<file path="src/hw/tsb_pkg.sv">
// tsb_pkg: address map, field layout and constants of the timer block
// Contract
// - each of the six channels may be marked for synchronous operation
// - a counter write to one sync channel loads every sync channel together
// - clear select offers sync clear, following other sync channels' clears
// - a channel counts only while its count start bit is one
// - only channels 0 and 3 buffer: C buffers A, D buffers B
// - buffered compare: each match copies buffer register into general register
// - buffered capture: counter to general register, old value to buffer
// - cascade select on channel 1 or 4 counts channel 2 or 5 carries
// - the lower counter underflows only in phase counting mode
// - phase counting on channel 1 or 4 overrides the cascade select
// - upper counter increments on lower overflow, decrements on lower underflow
// - simultaneous captures store upper and lower halves into the A registers
// - pwm compare matches drive low, high or toggle; clear match sets period
// - each channel enters pwm mode on its own, also with synchronous operation
// - pwm 1 pairs A/B and C/D; A and C pins follow both matches
// - pwm 1 pins start at the initial level of register A or C
// - pwm 1 with equal paired registers leaves the pin unchanged
// - pwm 1 gives at most eight output phases over all channels
// - pwm 2 duty pins return to initial level when the period clears
// - pwm 2 duty equal to period leaves the pin unchanged on match
// - pwm 2 with synchronous operation gives at most fifteen phases
// - pwm 2 pin of the period register carries no waveform
// - start begins counting; a clear-source match resets the counter to zero
// - phase counting on channels 1, 2, 4, 5 counts up and down
package tsb_pkg;
	localparam int          NCH         = 6;
	localparam int          PSC_STEP    = 2;
	localparam logic [7:0]  ADDR_START  = 8'h00;
	localparam logic [7:0]  ADDR_SYNC   = 8'h04;
	// channel n occupies byte addresses (n + 1) * 32 onward
	localparam logic [2:0]  CH_BASE     = 3'h1;
	localparam logic [2:0]  OFS_CTRL    = 3'h0;
	localparam logic [2:0]  OFS_IOC     = 3'h1;
	localparam logic [2:0]  OFS_CNT     = 3'h2;
	localparam logic [2:0]  OFS_GRA     = 3'h3;
	localparam logic [2:0]  OFS_GRD     = 3'h6;
	localparam int          PSC_LSB     = 0;
	localparam int          CCLR_LSB    = 3;
	localparam int          MODE_LSB    = 6;
	localparam int          BUFA_BIT    = 8;
	localparam int          BUFB_BIT    = 9;
	localparam logic [2:0]  PSC_CASCADE = 3'h7;
	localparam logic [2:0]  CCLR_A      = 3'h1;
	localparam logic [2:0]  CCLR_B      = 3'h2;
	localparam logic [2:0]  CCLR_SYNC   = 3'h3;
	localparam logic [2:0]  CCLR_C      = 3'h5;
	localparam logic [2:0]  CCLR_D      = 3'h6;
	localparam logic [2:0]  PER_NONE    = 3'h4;
	localparam logic [1:0]  MODE_PWM1   = 2'h1;
	localparam logic [1:0]  MODE_PWM2   = 2'h2;
	localparam logic [1:0]  MODE_PHASE  = 2'h3;
	localparam int          IO_ACT_LSB  = 0;
	localparam int          IO_INIT_BIT = 2;
	localparam int          IO_CAP_BIT  = 3;
	localparam logic [1:0]  ACT_NONE    = 2'h0;
	localparam logic [1:0]  ACT_LOW     = 2'h1;
	localparam logic [1:0]  ACT_HIGH    = 2'h2;
	localparam logic [1:0]  CAP_RISE    = 2'h0;
	localparam logic [1:0]  CAP_FALL    = 2'h1;
	localparam logic [15:0] CNT_MAX     = 16'hFFFF;
	localparam logic [15:0] CNT_ZERO    = 16'h0000;
	localparam logic [15:0] GR_RESET    = 16'hFFFF;
endpackage : tsb_pkg

</file>
<file path="src/hw/tsb_timer.sv">
// tsb_timer: six-channel timer with sync, buffer, cascade and pwm modes
module tsb_timer #(
	parameter int PSC_W = 12
) (
	input  wire logic                      ref_clk,
	input  wire logic                      rst_n,
	input  wire logic                      hsel,
	input  wire logic [31:0]               haddr,
	input  wire logic [1:0]                htrans,
	input  wire logic                      hwrite,
	input  wire logic [2:0]                hsize,
	input  wire logic [31:0]               hwdata,
	input  wire logic                      hready,
	output logic                           hreadyout,
	output logic                           hresp,
	output logic [31:0]                    hrdata,
	input  wire logic [3:0]                extClk,
	input  wire logic [tsb_pkg::NCH-1:0]   pinAIn,
	input  wire logic [tsb_pkg::NCH-1:0]   pinBIn,
	input  wire logic [tsb_pkg::NCH-1:0]   pinCIn,
	input  wire logic [tsb_pkg::NCH-1:0]   pinDIn,
	output logic [tsb_pkg::NCH-1:0]        pinAOut,
	output logic [tsb_pkg::NCH-1:0]        pinBOut,
	output logic [tsb_pkg::NCH-1:0]        pinCOut,
	output logic [tsb_pkg::NCH-1:0]        pinDOut,
	output logic [tsb_pkg::NCH-1:0]        pinAOe_n,
	output logic [tsb_pkg::NCH-1:0]        pinBOe_n,
	output logic [tsb_pkg::NCH-1:0]        pinCOe_n,
	output logic [tsb_pkg::NCH-1:0]        pinDOe_n
);
	import tsb_pkg::*;

	localparam int NP = 4 * NCH + 4;

	logic [15:0]      ctrl_q [NCH];
	logic [15:0]      ioc_q  [NCH];
	logic [15:0]      cnt_q  [NCH];
	logic [15:0]      gr_q   [NCH][4];
	logic [NCH-1:0]   start_q;
	logic [NCH-1:0]   sync_q;
	logic [PSC_W-1:0] presc_q;
	logic [NCH-1:0]   ovf;
	logic [NCH-1:0]   unf;
	logic [NCH-1:0]   clrOwn;
	logic [NCH-1:0]   cntLoad;
	logic [4*NCH-1:0] pinLvl;
	logic [4*NCH-1:0] pinOe_n;

	function automatic logic lvl(input logic [1:0] a, input logic cur);
		return (a == ACT_NONE) ? cur : (a == ACT_LOW) ? 1'b0 :
			(a == ACT_HIGH) ? 1'b1 : !cur;
	endfunction : lvl

	// ****************************************************************
	// pin synchronisers
	// ****************************************************************
	logic [NP-1:0] in1_q;
	logic [NP-1:0] in2_q;
	logic [NP-1:0] in3_q;
	logic [NP-1:0] flt_q;
	wire  [NP-1:0] rawIn = {extClk, pinDIn, pinCIn, pinBIn, pinAIn};
	wire  [NP-1:0] agree = ~(in2_q ^ in3_q);
	wire  [NP-1:0] fltD  = (agree & in3_q) | (~agree & flt_q);
	wire  [NP-1:0] rise  = fltD & ~flt_q;
	wire  [NP-1:0] fall  = ~fltD & flt_q;

	always_ff @(posedge ref_clk) begin
		in1_q <= rawIn;
		in2_q <= in1_q;
		in3_q <= in2_q;
		flt_q <= rst_n ? fltD : '0;
	end

	// ****************************************************************
	// ahb-lite slave, zero wait states
	// ****************************************************************
	logic        wrPend_q;
	logic [7:0]  wrAddr_q;
	logic [31:0] rdata_q;
	wire         addrPh  = hsel && htrans[1] && hready;
	wire  [2:0]  wrOfs   = wrAddr_q[4:2];
	wire  [15:0] wrData  = hwdata[15:0];
	wire  [2:0]  rdSlot  = haddr[7:5] - CH_BASE;
	wire  [2:0]  rdOfs   = haddr[4:2];
	wire         rdInCh  = haddr[7:5] >= CH_BASE && rdSlot < 3'(NCH);
	wire         rdIsGr  = rdOfs >= OFS_GRA && rdOfs <= OFS_GRD;
	wire  [1:0]  rdGr    = 2'(rdOfs - OFS_GRA);
	wire  [15:0] rdChVal = (rdOfs == OFS_CTRL) ? ctrl_q[rdSlot] :
		(rdOfs == OFS_IOC) ? ioc_q[rdSlot] :
		(rdOfs == OFS_CNT) ? cnt_q[rdSlot] :
		rdIsGr ? gr_q[rdSlot][rdGr] : CNT_ZERO;
	wire  [15:0] rdVal   = (haddr[7:0] == ADDR_START) ? 16'(start_q) :
		(haddr[7:0] == ADDR_SYNC) ? 16'(sync_q) :
		rdInCh ? rdChVal : CNT_ZERO;
	wire         startWr = wrPend_q && wrAddr_q == ADDR_START;
	wire         syncWr  = wrPend_q && wrAddr_q == ADDR_SYNC;
	// a counter write on any synchronous channel presets all of them
	wire         syncPre = |(cntLoad & sync_q);

	assign hreadyout = 1'b1;
	assign hresp     = 1'b0;
	assign hrdata    = rdata_q;

	always_ff @(posedge ref_clk) begin
		if (!rst_n) begin
			wrPend_q <= 1'b0;
			wrAddr_q <= 8'h00;
			rdata_q  <= 32'h00000000;
			start_q  <= '0;
			sync_q   <= '0;
			presc_q  <= '0;
		end else begin
			wrPend_q <= addrPh && hwrite;
			wrAddr_q <= haddr[7:0];
			if (addrPh && !hwrite) begin
				rdata_q <= 32'(rdVal);
			end
			if (startWr) begin
				start_q <= wrData[NCH-1:0];
			end
			if (syncWr) begin
				sync_q <= wrData[NCH-1:0];
			end
			presc_q <= presc_q + 1'b1;
		end
	end

	// ****************************************************************
	// channels
	// ****************************************************************
	for (genvar j = 0; j < NCH; j++) begin : g_ch
		// only channels 0 and 3 own C and D registers and buffers
		localparam bit HasCd = (j == 0) || (j == 3);
		localparam bit CanCas = (j == 1) || (j == 4);
		localparam int CB = 4 * NCH + (((j == 2) || (j == 4)) ? 2 : 0);
		localparam logic [NCH-1:0] OTH = ~(NCH'(1) << j);
		wire [2:0]  psc     = ctrl_q[j][PSC_LSB +: 3];
		wire [2:0]  cclr    = ctrl_q[j][CCLR_LSB +: 3];
		wire [1:0]  mode    = ctrl_q[j][MODE_LSB +: 2];
		wire [1:0]  bufOn   = {HasCd && ctrl_q[j][BUFB_BIT],
			HasCd && ctrl_q[j][BUFA_BIT]};
		wire        isPhase = !HasCd && mode == MODE_PHASE;
		wire        isPwm1  = mode == MODE_PWM1;
		wire        isPwm2  = mode == MODE_PWM2;
		wire        run     = start_q[j];
		wire        aL      = flt_q[CB];
		wire        bL      = flt_q[CB+1];
		wire        aR      = rise[CB];
		wire        aF      = fall[CB];
		wire        bR      = rise[CB+1];
		wire        bF      = fall[CB+1];
		wire        phUp    = (aR && !bL) || (aF && bL) || (bR && aL)
			|| (bF && !aL);
		wire        phDn    = (aR && bL) || (aF && !bL) || (bR && !aL)
			|| (bF && aL);
		wire        cascade = CanCas && psc == PSC_CASCADE && !isPhase;
		wire [PSC_W-1:0] pmask = ~({PSC_W{1'b1}} << (PSC_STEP * psc));
		wire        tick    = (presc_q & pmask) == '0 && psc != PSC_CASCADE;
		wire        up      = run && (isPhase ? phUp :
			cascade ? ovf[(j+1)%NCH] : tick);
		wire        dn      = run && (isPhase ? phDn :
			cascade && unf[(j+1)%NCH]);
		wire [2:0]  perIdx  = (cclr == CCLR_A) ? 3'h0 : (cclr == CCLR_B) ? 3'h1 :
			(cclr == CCLR_C && HasCd) ? 3'h2 :
			(cclr == CCLR_D && HasCd) ? 3'h3 : PER_NONE;
		logic [3:0] match;
		logic [3:0] cap;
		wire  [3:0] ev      = match | cap;
		wire        clrSync = run && sync_q[j] && cclr == CCLR_SYNC
			&& |(clrOwn & sync_q & OTH);
		wire        clr     = clrOwn[j] || clrSync;
		wire        selWr   = wrPend_q && wrAddr_q[7:5] == 3'(j) + CH_BASE;

		assign ovf[j]     = up && cnt_q[j] == CNT_MAX;
		assign unf[j]     = dn && isPhase && cnt_q[j] == CNT_ZERO;
		assign clrOwn[j]  = run && perIdx != PER_NONE && ev[perIdx[1:0]];
		assign cntLoad[j] = selWr && wrOfs == OFS_CNT;

		for (genvar r = 0; r < 4; r++) begin : g_r
			localparam int P  = r * NCH + j;
			localparam int PA = r & 2;
			wire [3:0] io     = ioc_q[j][4*r +: 4];
			wire [1:0] act    = io[IO_ACT_LSB +: 2];
			wire [1:0] actB   = ioc_q[j][4*(PA+1)+IO_ACT_LSB +: 2];
			wire       init   = io[IO_INIT_BIT];
			wire       en     = (r < 2) || (HasCd && !bufOn[r%2]);
			wire       edgeOk = (act == CAP_RISE) ? rise[P] :
				(act == CAP_FALL) ? fall[P] : (rise[P] || fall[P]);
			wire       pairEq = gr_q[j][PA] == gr_q[j][PA+1];
			wire       perEq  = perIdx != PER_NONE
				&& gr_q[j][r] == gr_q[j][perIdx[1:0]];
			wire       isPer  = perIdx == 3'(r);
			// pwm 1 waveform appears only on the A and C pins
			wire       drive  = en && (isPwm1 ? (r % 2 == 0) :
				isPwm2 ? !isPer : (!io[IO_CAP_BIT] && act != ACT_NONE));
			logic      pin_q;
			wire       pwm1D  = pairEq ? pin_q :
				match[PA+1] ? lvl(actB, pin_q) :
				match[PA] ? lvl(act, pin_q) : pin_q;
			wire       pwm2D  = (isPer || clr) ? init :
				(match[r] && !perEq) ? lvl(act, pin_q) : pin_q;
			wire       pinD   = !run ? init :
				isPwm1 ? pwm1D : isPwm2 ? pwm2D :
				match[r] ? lvl(act, pin_q) : pin_q;

			assign cap[r]   = en && io[IO_CAP_BIT] && edgeOk;
			assign match[r] = en && !io[IO_CAP_BIT] && (up || dn)
				&& cnt_q[j] == gr_q[j][r];
			// 8 pwm 1 phases and 16 pins less one period register
			assign pinLvl[P]  = pin_q;
			assign pinOe_n[P] = !drive;

			always_ff @(posedge ref_clk) begin
				pin_q <= rst_n ? pinD : 1'b0;
			end
		end

		always_ff @(posedge ref_clk) begin
			if (!rst_n) begin
				ctrl_q[j] <= CNT_ZERO;
				ioc_q[j]  <= CNT_ZERO;
				cnt_q[j]  <= CNT_ZERO;
			end else begin
				if (selWr && wrOfs == OFS_CTRL) begin
					ctrl_q[j] <= wrData;
				end
				if (selWr && wrOfs == OFS_IOC) begin
					ioc_q[j] <= wrData;
				end
				if (cntLoad[j] || (sync_q[j] && syncPre)) begin
					cnt_q[j] <= wrData;
				end else if (clr) begin
					cnt_q[j] <= CNT_ZERO;
				end else if (up) begin
					cnt_q[j] <= cnt_q[j] + 1'b1;
				end else if (dn) begin
					cnt_q[j] <= cnt_q[j] - 1'b1;
				end
			end
		end

		always_ff @(posedge ref_clk) begin
			for (int r = 0; r < 4; r++) begin
				if (!rst_n) begin
					gr_q[j][r] <= GR_RESET;
				end else if (selWr && wrOfs == 3'(r + OFS_GRA)) begin
					gr_q[j][r] <= wrData;
				end else if (cap[r]) begin
					gr_q[j][r] <= cnt_q[j];
				end else if (r < 2 && match[r] && bufOn[r%2]) begin
					gr_q[j][r] <= gr_q[j][(r+2)%4];
				end else if (r >= 2 && cap[r%2] && bufOn[r%2]) begin
					gr_q[j][r] <= gr_q[j][r%2];
				end
			end
		end
	end

	assign pinAOut  = pinLvl[0 +: NCH];
	assign pinBOut  = pinLvl[NCH +: NCH];
	assign pinCOut  = pinLvl[2*NCH +: NCH];
	assign pinDOut  = pinLvl[3*NCH +: NCH];
	assign pinAOe_n = pinOe_n[0 +: NCH];
	assign pinBOe_n = pinOe_n[NCH +: NCH];
	assign pinCOe_n = pinOe_n[2*NCH +: NCH];
	assign pinDOe_n = pinOe_n[3*NCH +: NCH];
endmodule : tsb_timer

</file>
<file path="config.mk">
export PLATFORM = sky130hd
export DESIGN_NAME = tsb_timer
export DESIGN_NICKNAME = d
export VERILOG_FILES = /design/src/hw/tsb_pkg.sv /design/src/hw/tsb_timer.sv
export SDC_FILE = /design/constraint.sdc
export NUM_CORES = 2
export LEC_CHECK = 0
export ABC_AREA = 1
export BUFFER_PORTS_ARGS = -buffer_cell sky130_fd_sc_hd__buf_2
export CAP_MARGIN = 10
export CORE_UTILIZATION = 45
export DETAILED_ROUTE_END_ITERATION = 7
export SLEW_MARGIN = 25
export SYNTH_ARGS = -nofsm -noshare
export SYNTH_HDL_FRONTEND = slang
export SYNTH_SLANG_ARGS = --single-unit
</file>
<file path="constraint.sdc">
create_clock -name ref_clk -period 3.35 [get_ports ref_clk]
set_input_delay 0 -clock ref_clk [delete_from_list [all_inputs] [get_ports ref_clk]]
set_output_delay 0 -clock ref_clk [all_outputs]
set_load 0.01 [all_outputs]
</file>
# After elaboration in Yosys (flattened, before gate mapping)
# Memories as Yosys holds them, arrays and structs flattened.
# Index checks and enable logic that the tools add are counted.
# Widths: inputs -> output; s select.
# op_classes
addsub	13
magnitude_cmp	17
n_eq_ne	224
shift	6
mux	761
n_bitwise	119
reduce_logical	490
# ops
operator	n
$mux 16	103
$eq 16x16->1	40
$mux 1	629
$logic_and 1x1->1	250
$bmux 16 s2	7
$and 28x28->28	4
$not 28->28	4
$add 16x1->16 const B	6
$logic_not 1->1	91
$eq 3x2->1 const B	29
$or 1x1->1	82
$ne 5x3->1 const B	16
$and 12x12->12	6
$logic_not 12->1	6
$not 12->12	6
$shl 12x4->12 const A	6
$logic_or 1x1->1	68
$sub 16x1->16 const B	4
$ne 3x3->1 const B	20
$eq 2x2->1 const B	26
$mux 3	16
$reduce_and 3->1	16
$eq 3x1->1 const B	15
$eq 2x1->1 const B	22
other kinds (32)	158
# totals
register_bits	185
ramBits	672
inputBits	102
out_inout_bits	82
elab_cells	1668
memories	4
# mem_list
name	depth	width	read_ports	rd_ports_with_merged_regs	write_ports	line_no	source
gr_q	6	64	7	0	6	tsb_timer.sv:38	logic [15:0] gr_q [NCH][4];
cnt_q	6	16	7	0	6	tsb_timer.sv:37	logic [15:0] cnt_q [NCH];
ctrl_q	6	16	7	0	6	tsb_timer.sv:35	logic [15:0] ctrl_q [NCH];
ioc_q	6	16	7	0	6	tsb_timer.sv:36	logic [15:0] ioc_q [NCH];

# Logic depth before layout (Yosys ltp)
# depth
ltp_word	36
ltp_mapped	27
depth_no_buf	25

# Worst setup path after synthesis
# Ideal clock, no wire load.
# synth_timing
path_type	input -> register
from	input port haddr[5]
to	register rdata_q[3], in the netlist hrdata[3]
setup_ns	0.070
t_arrival_ns	3.496
required_time_ns	3.280
slack_ns	-0.216
cell_stages	20
n_path_buf	9
path_cell_list	clkbuf_1 > inv_2 > clkbuf_1 > clkbuf_1 > clkbuf_1 > buf_2 > ha_1 > inv_1 > clkbuf_1 > clkbuf_1 > clkbuf_1 > buf_1 > a21oi_1 > o21ai_0 > nand3_1 > o311ai_0 > nand3_1 > a21oi_1 > o21ai_0 > a21oi_1
# synth_between
elab_chain_cells	12
word_cells_on_any_way	20
classes_between	1 x add/sub; 2 x order compare; 1 x eq/ne; 10 x mux; 2 x reduce/logical; 4 x memory
# synth_lines
element	line_no	source
start, declared	tsb_timer.sv:8	input wire logic [31:0] haddr,
$sub 3x1->3	tsb_timer.sv:83	wire [2:0] rdSlot = haddr[7:5] - CH_BASE;
$mem_v2 6x64	--	
$bmux 16 s2	tsb_timer.sv:91	rdIsGr ? gr_q[rdSlot][rdGr] : CNT_ZERO;
$mux 16 (not written as such) (2 in a row)	tsb_timer.sv:91	
$mux 16	tsb_timer.sv:91	
$mux 16	tsb_timer.sv:90	(rdOfs == OFS_CNT) ? cnt_q[rdSlot] :
$mux 16	tsb_timer.sv:89	(rdOfs == OFS_IOC) ? ioc_q[rdSlot] :
$mux 16	tsb_timer.sv:88	wire [15:0] rdChVal = (rdOfs == OFS_CTRL) ? ctrl_q[rdSlot] :
$mux 16	tsb_timer.sv:94	rdInCh ? rdChVal : CNT_ZERO;
$mux 16	tsb_timer.sv:93	(haddr[7:0] == ADDR_SYNC) ? 16'(sync_q) :
$mux 16 (*)	tsb_timer.sv:92	wire [15:0] rdVal = (haddr[7:0] == ADDR_START) ? 16'(start_q) :
end signal, assigned	tsb_timer.sv:116	rdata_q <= 32'(rdVal);
end, declared	tsb_timer.sv:79	logic [31:0] rdata_q;
# Mark *: on every way between the ends. The rest lies on a longest branch, timed or not. The select of a mux whose other input is x is not followed.
# A chain may end at the register's enable or synchronous reset.

==> reports/metrics.cfg <==
[clock_tree]
clk_transition_reported_paths_ns = 0.06
cts_root_buf = clkbuf_16
cts_buffer_depth = 3
numCtsBuffers = 98
clock_latency_ns = 0.77
cts_sinks = 825
htreeDepth = 3
cts_tree = done

[detailed_routing]
routed_via_density = 6.185
drc = 0
finalWirelength_mm = 291.2
postRouteAntennaNets = 0
drt_first_pass_iters = 6
drtIter0Drc = 9449
via_count = 60010
wire_per_inst_um = 30.01

[power_and_ir_drop]
leakagePower_uw = 0.02829
peakVddDrop_mv = 0.5209
p_per_area_nw_per_um2 = 416.5
total_power_uw = 28800

[logic_synthesis]
ys_warn_count = 0
yosysTopAreaCell = edfxtp_1
synth_area_per_cell_um2 = 7.635
synth_edf_count = 672
synth_seq_cells = 825
postSynthCellCount = 7168
ys_top_cells_by_count = nand2_1, nor2_1, inv_1
synth.area.top_cells = edfxtp_1, nand2_1, nor2_1
synth_flop_cell = edfxtp_1
synth_seq_area_share = 0.4247
yosysUniqueCellTypes = 77
synth_most_common_cell = nand2_1
synthArstFlopShare = 0
syn_area_um2 = 54730
yosys.area.top_type_share = 0.3687

[floorplan]
die_h_um = 350.7
dieArea_um2 = 123000
die_w_um = 350.7
rows = 127
coreArea_um2 = 120300
pin_count = 184
initial_core_util = 0.4550

[timing]
fmax_mhz = 289.4
hold_viol_final = 0
finalMaxSlewViolations = 0
min_period_over_period = 1.031
setup_viol = 52
slew_headroom = 0.2408
setup_slack_ns = -0.1052
tightest_slew_ns = 1.132
timing.hold.ws_ns = 0.04763
clock_skew_ns = 0.05397
rsz0062_at_grt = yes
period_needed_ns = 3.455

[finish]
drive_gt1_frac = 0.2093
fin_util = 0.5749
final_cells = 9703
multi_input_area_um2 = 27650
areaGrowthSynthToFinish_pct = 26.35
fin_area_um2 = 69150
ff_latch_area_um2 = 23260
fill_cells = 11250
nNetsFinal = 8149

[critical_path]
setup.worst_path.start = cnt_q[2][0]
cp_max_fo = 10
cpPeakStageDelay_ns = 0.43
r2r_setup_slack_ns = -0.11
rr_startpoint = cnt_q[2][0]
r2r_end = cnt_q[4][4]
crit_top_cell = nand2_4
worstSetupPathType = flip-flop to flip-flop
reg2reg_depth = 25
startpoint_type = flip-flop
worstSetupEndpoint = cnt_q[4][4]
crit_slowest_cell = edfxtp_1
cp_data_arrival_time_ns = 3.94
worstPathRequired_ns = 3.83
crit_path_end_kind = flip-flop

[run_status]
violations = negative setup slack
run_status = finished with violations

[grt]
antenna_found_initial = 18
grt_start_max_net_pins = 104
grt_pass1_vias = 54690
grt-ovfl-total = 0
grt_usage = 0.4600
grt_pass1_wl_mm = 401.8

[min_path]
hold_path_class = input pin to flip-flop

[placement]
io_buffer_count = 105
place_hpwl_mm = 216.5
gp_congestion = 1.080
dp_cells = 9369
dpl_cell_area_um2 = 62970

[run]
drv_cap = 0

==> worst min path at each step <==
stage	start	end	slack (ns)	cells past startpoint
floorplan	pinAIn[0]	in1_q[0]	0.03	0
global placement	pinAIn[3]	in1_q[3]	0.10	1
detailed placement	pinAIn[1]	in1_q[1]	0.10	1
CTS	hready	wrPend_q	0.01	4
global route	hwdata[11]	gr_q[2][11]	0.04	3
finish	hready	wrPend_q	0.05	4
==> repair_timing <==
item / 4_1_cts / 5_1_grt
hold buffers: 75 / 0
hold endpoints to repair: 138 / 0
setup buffers: 9 / 46
pin swaps: 4 / 100
gates resized for setup: 28 / 293
cloned: 0 / 13
setup endpoints to repair: 208 / 215
==> cell usage in the layout, fill, tap and decap left out, types with 140 or more instances in the layout <==
master	netlist	routed
edfxtp_1	672	672
nand3_1	314	260
dfxtp_1	153	140
inv_1	689	673
xor2_1	245	245
a21oi_1	426	419
nor2_1	981	954
nand2_1	1316	1278
o21ai_0	611	587
buf_4	56	942
==> registers in the layout (all words and copies together) (netlist names) <==
name,cells
cnt_q,96
ctrl_q,96
flt_q,20
g_ch.g_r.pin_q,24
gr_q,384
hrdata,16
in1_q,20
in2_q,20
in3_q,20
ioc_q,96
presc_q,12
start_q,6
sync_q,6
wrAddr_q,8
wrPend_q,1
==> cells by family (layout without fill, tap and decap cells) <==
family,Yosys count,in the layout,synth area share
multiplexers,2,2,0.0003658
adder cells (fa/ha/maj),49,49,0.01120
XOR/XNOR,318,318,0.05089
buffers and inverters,1265,2153,0.09334
AND/OR/NAND/NOR,3041,3042,0.2388
other,2,36,0.0001372
AO/OA/AOI/OAI,1666,1666,0.1806
flip-flops,825,825,0.4247
==> through the flow <==
step	setup slack [ns]	setup TNS (ns)
final	-0.1052	-1.973
after global routing	-0.1998	-16.09
after CTS	-0.009973	-0.1183
after detailed placement	-0.3158	-28.48
after global placement	-0.3108	-30.11
after floorplan	0.02119	0
==> worst max-delay path, delay by kind of cell (launching register included) <==
kind / cells / cell delay (ns)
buffers and inverters: 5 / 0.55
DFF: 1 / 0.43
AOI/OAI and AO/OA: 1 / 0.12
and+or+nand+nor: 18 / 1.93
adders and majority gates: 1 / 0.14
==> layout make-up <==
cell class	instances	share of cell area
inverters	769	0.04268
diodes	10	0.0003619
clock inverters	52	0.009644
repair buffers	1201	0.1423
flip-flops and latches	825	0.3364
well taps	1612	0.02917
multi-input cells	5103	0.3998
clock buffers	131	0.03963
==> layer usage <==
metal  global-route usage  share of wire  up-vias
li1                     -              -    26050
met1               0.5984           0.37    28470
met4               0.3051          0.078       18
met2               0.6601           0.41     4432
met5                    0        0.00036        -
met3               0.1360           0.13     1039
==> report_power, final <==
part | switching, uW | leakage [uW] | total (uW) | internal, uW
Combinational | 3670 | 0.0196 | 5380 | 1710
Sequential | 401 | 0.00703 | 11900 | 11500
Clock | 4950 | 0.00164 | 11500 | 6580
(Power assumes the default switching activity.)
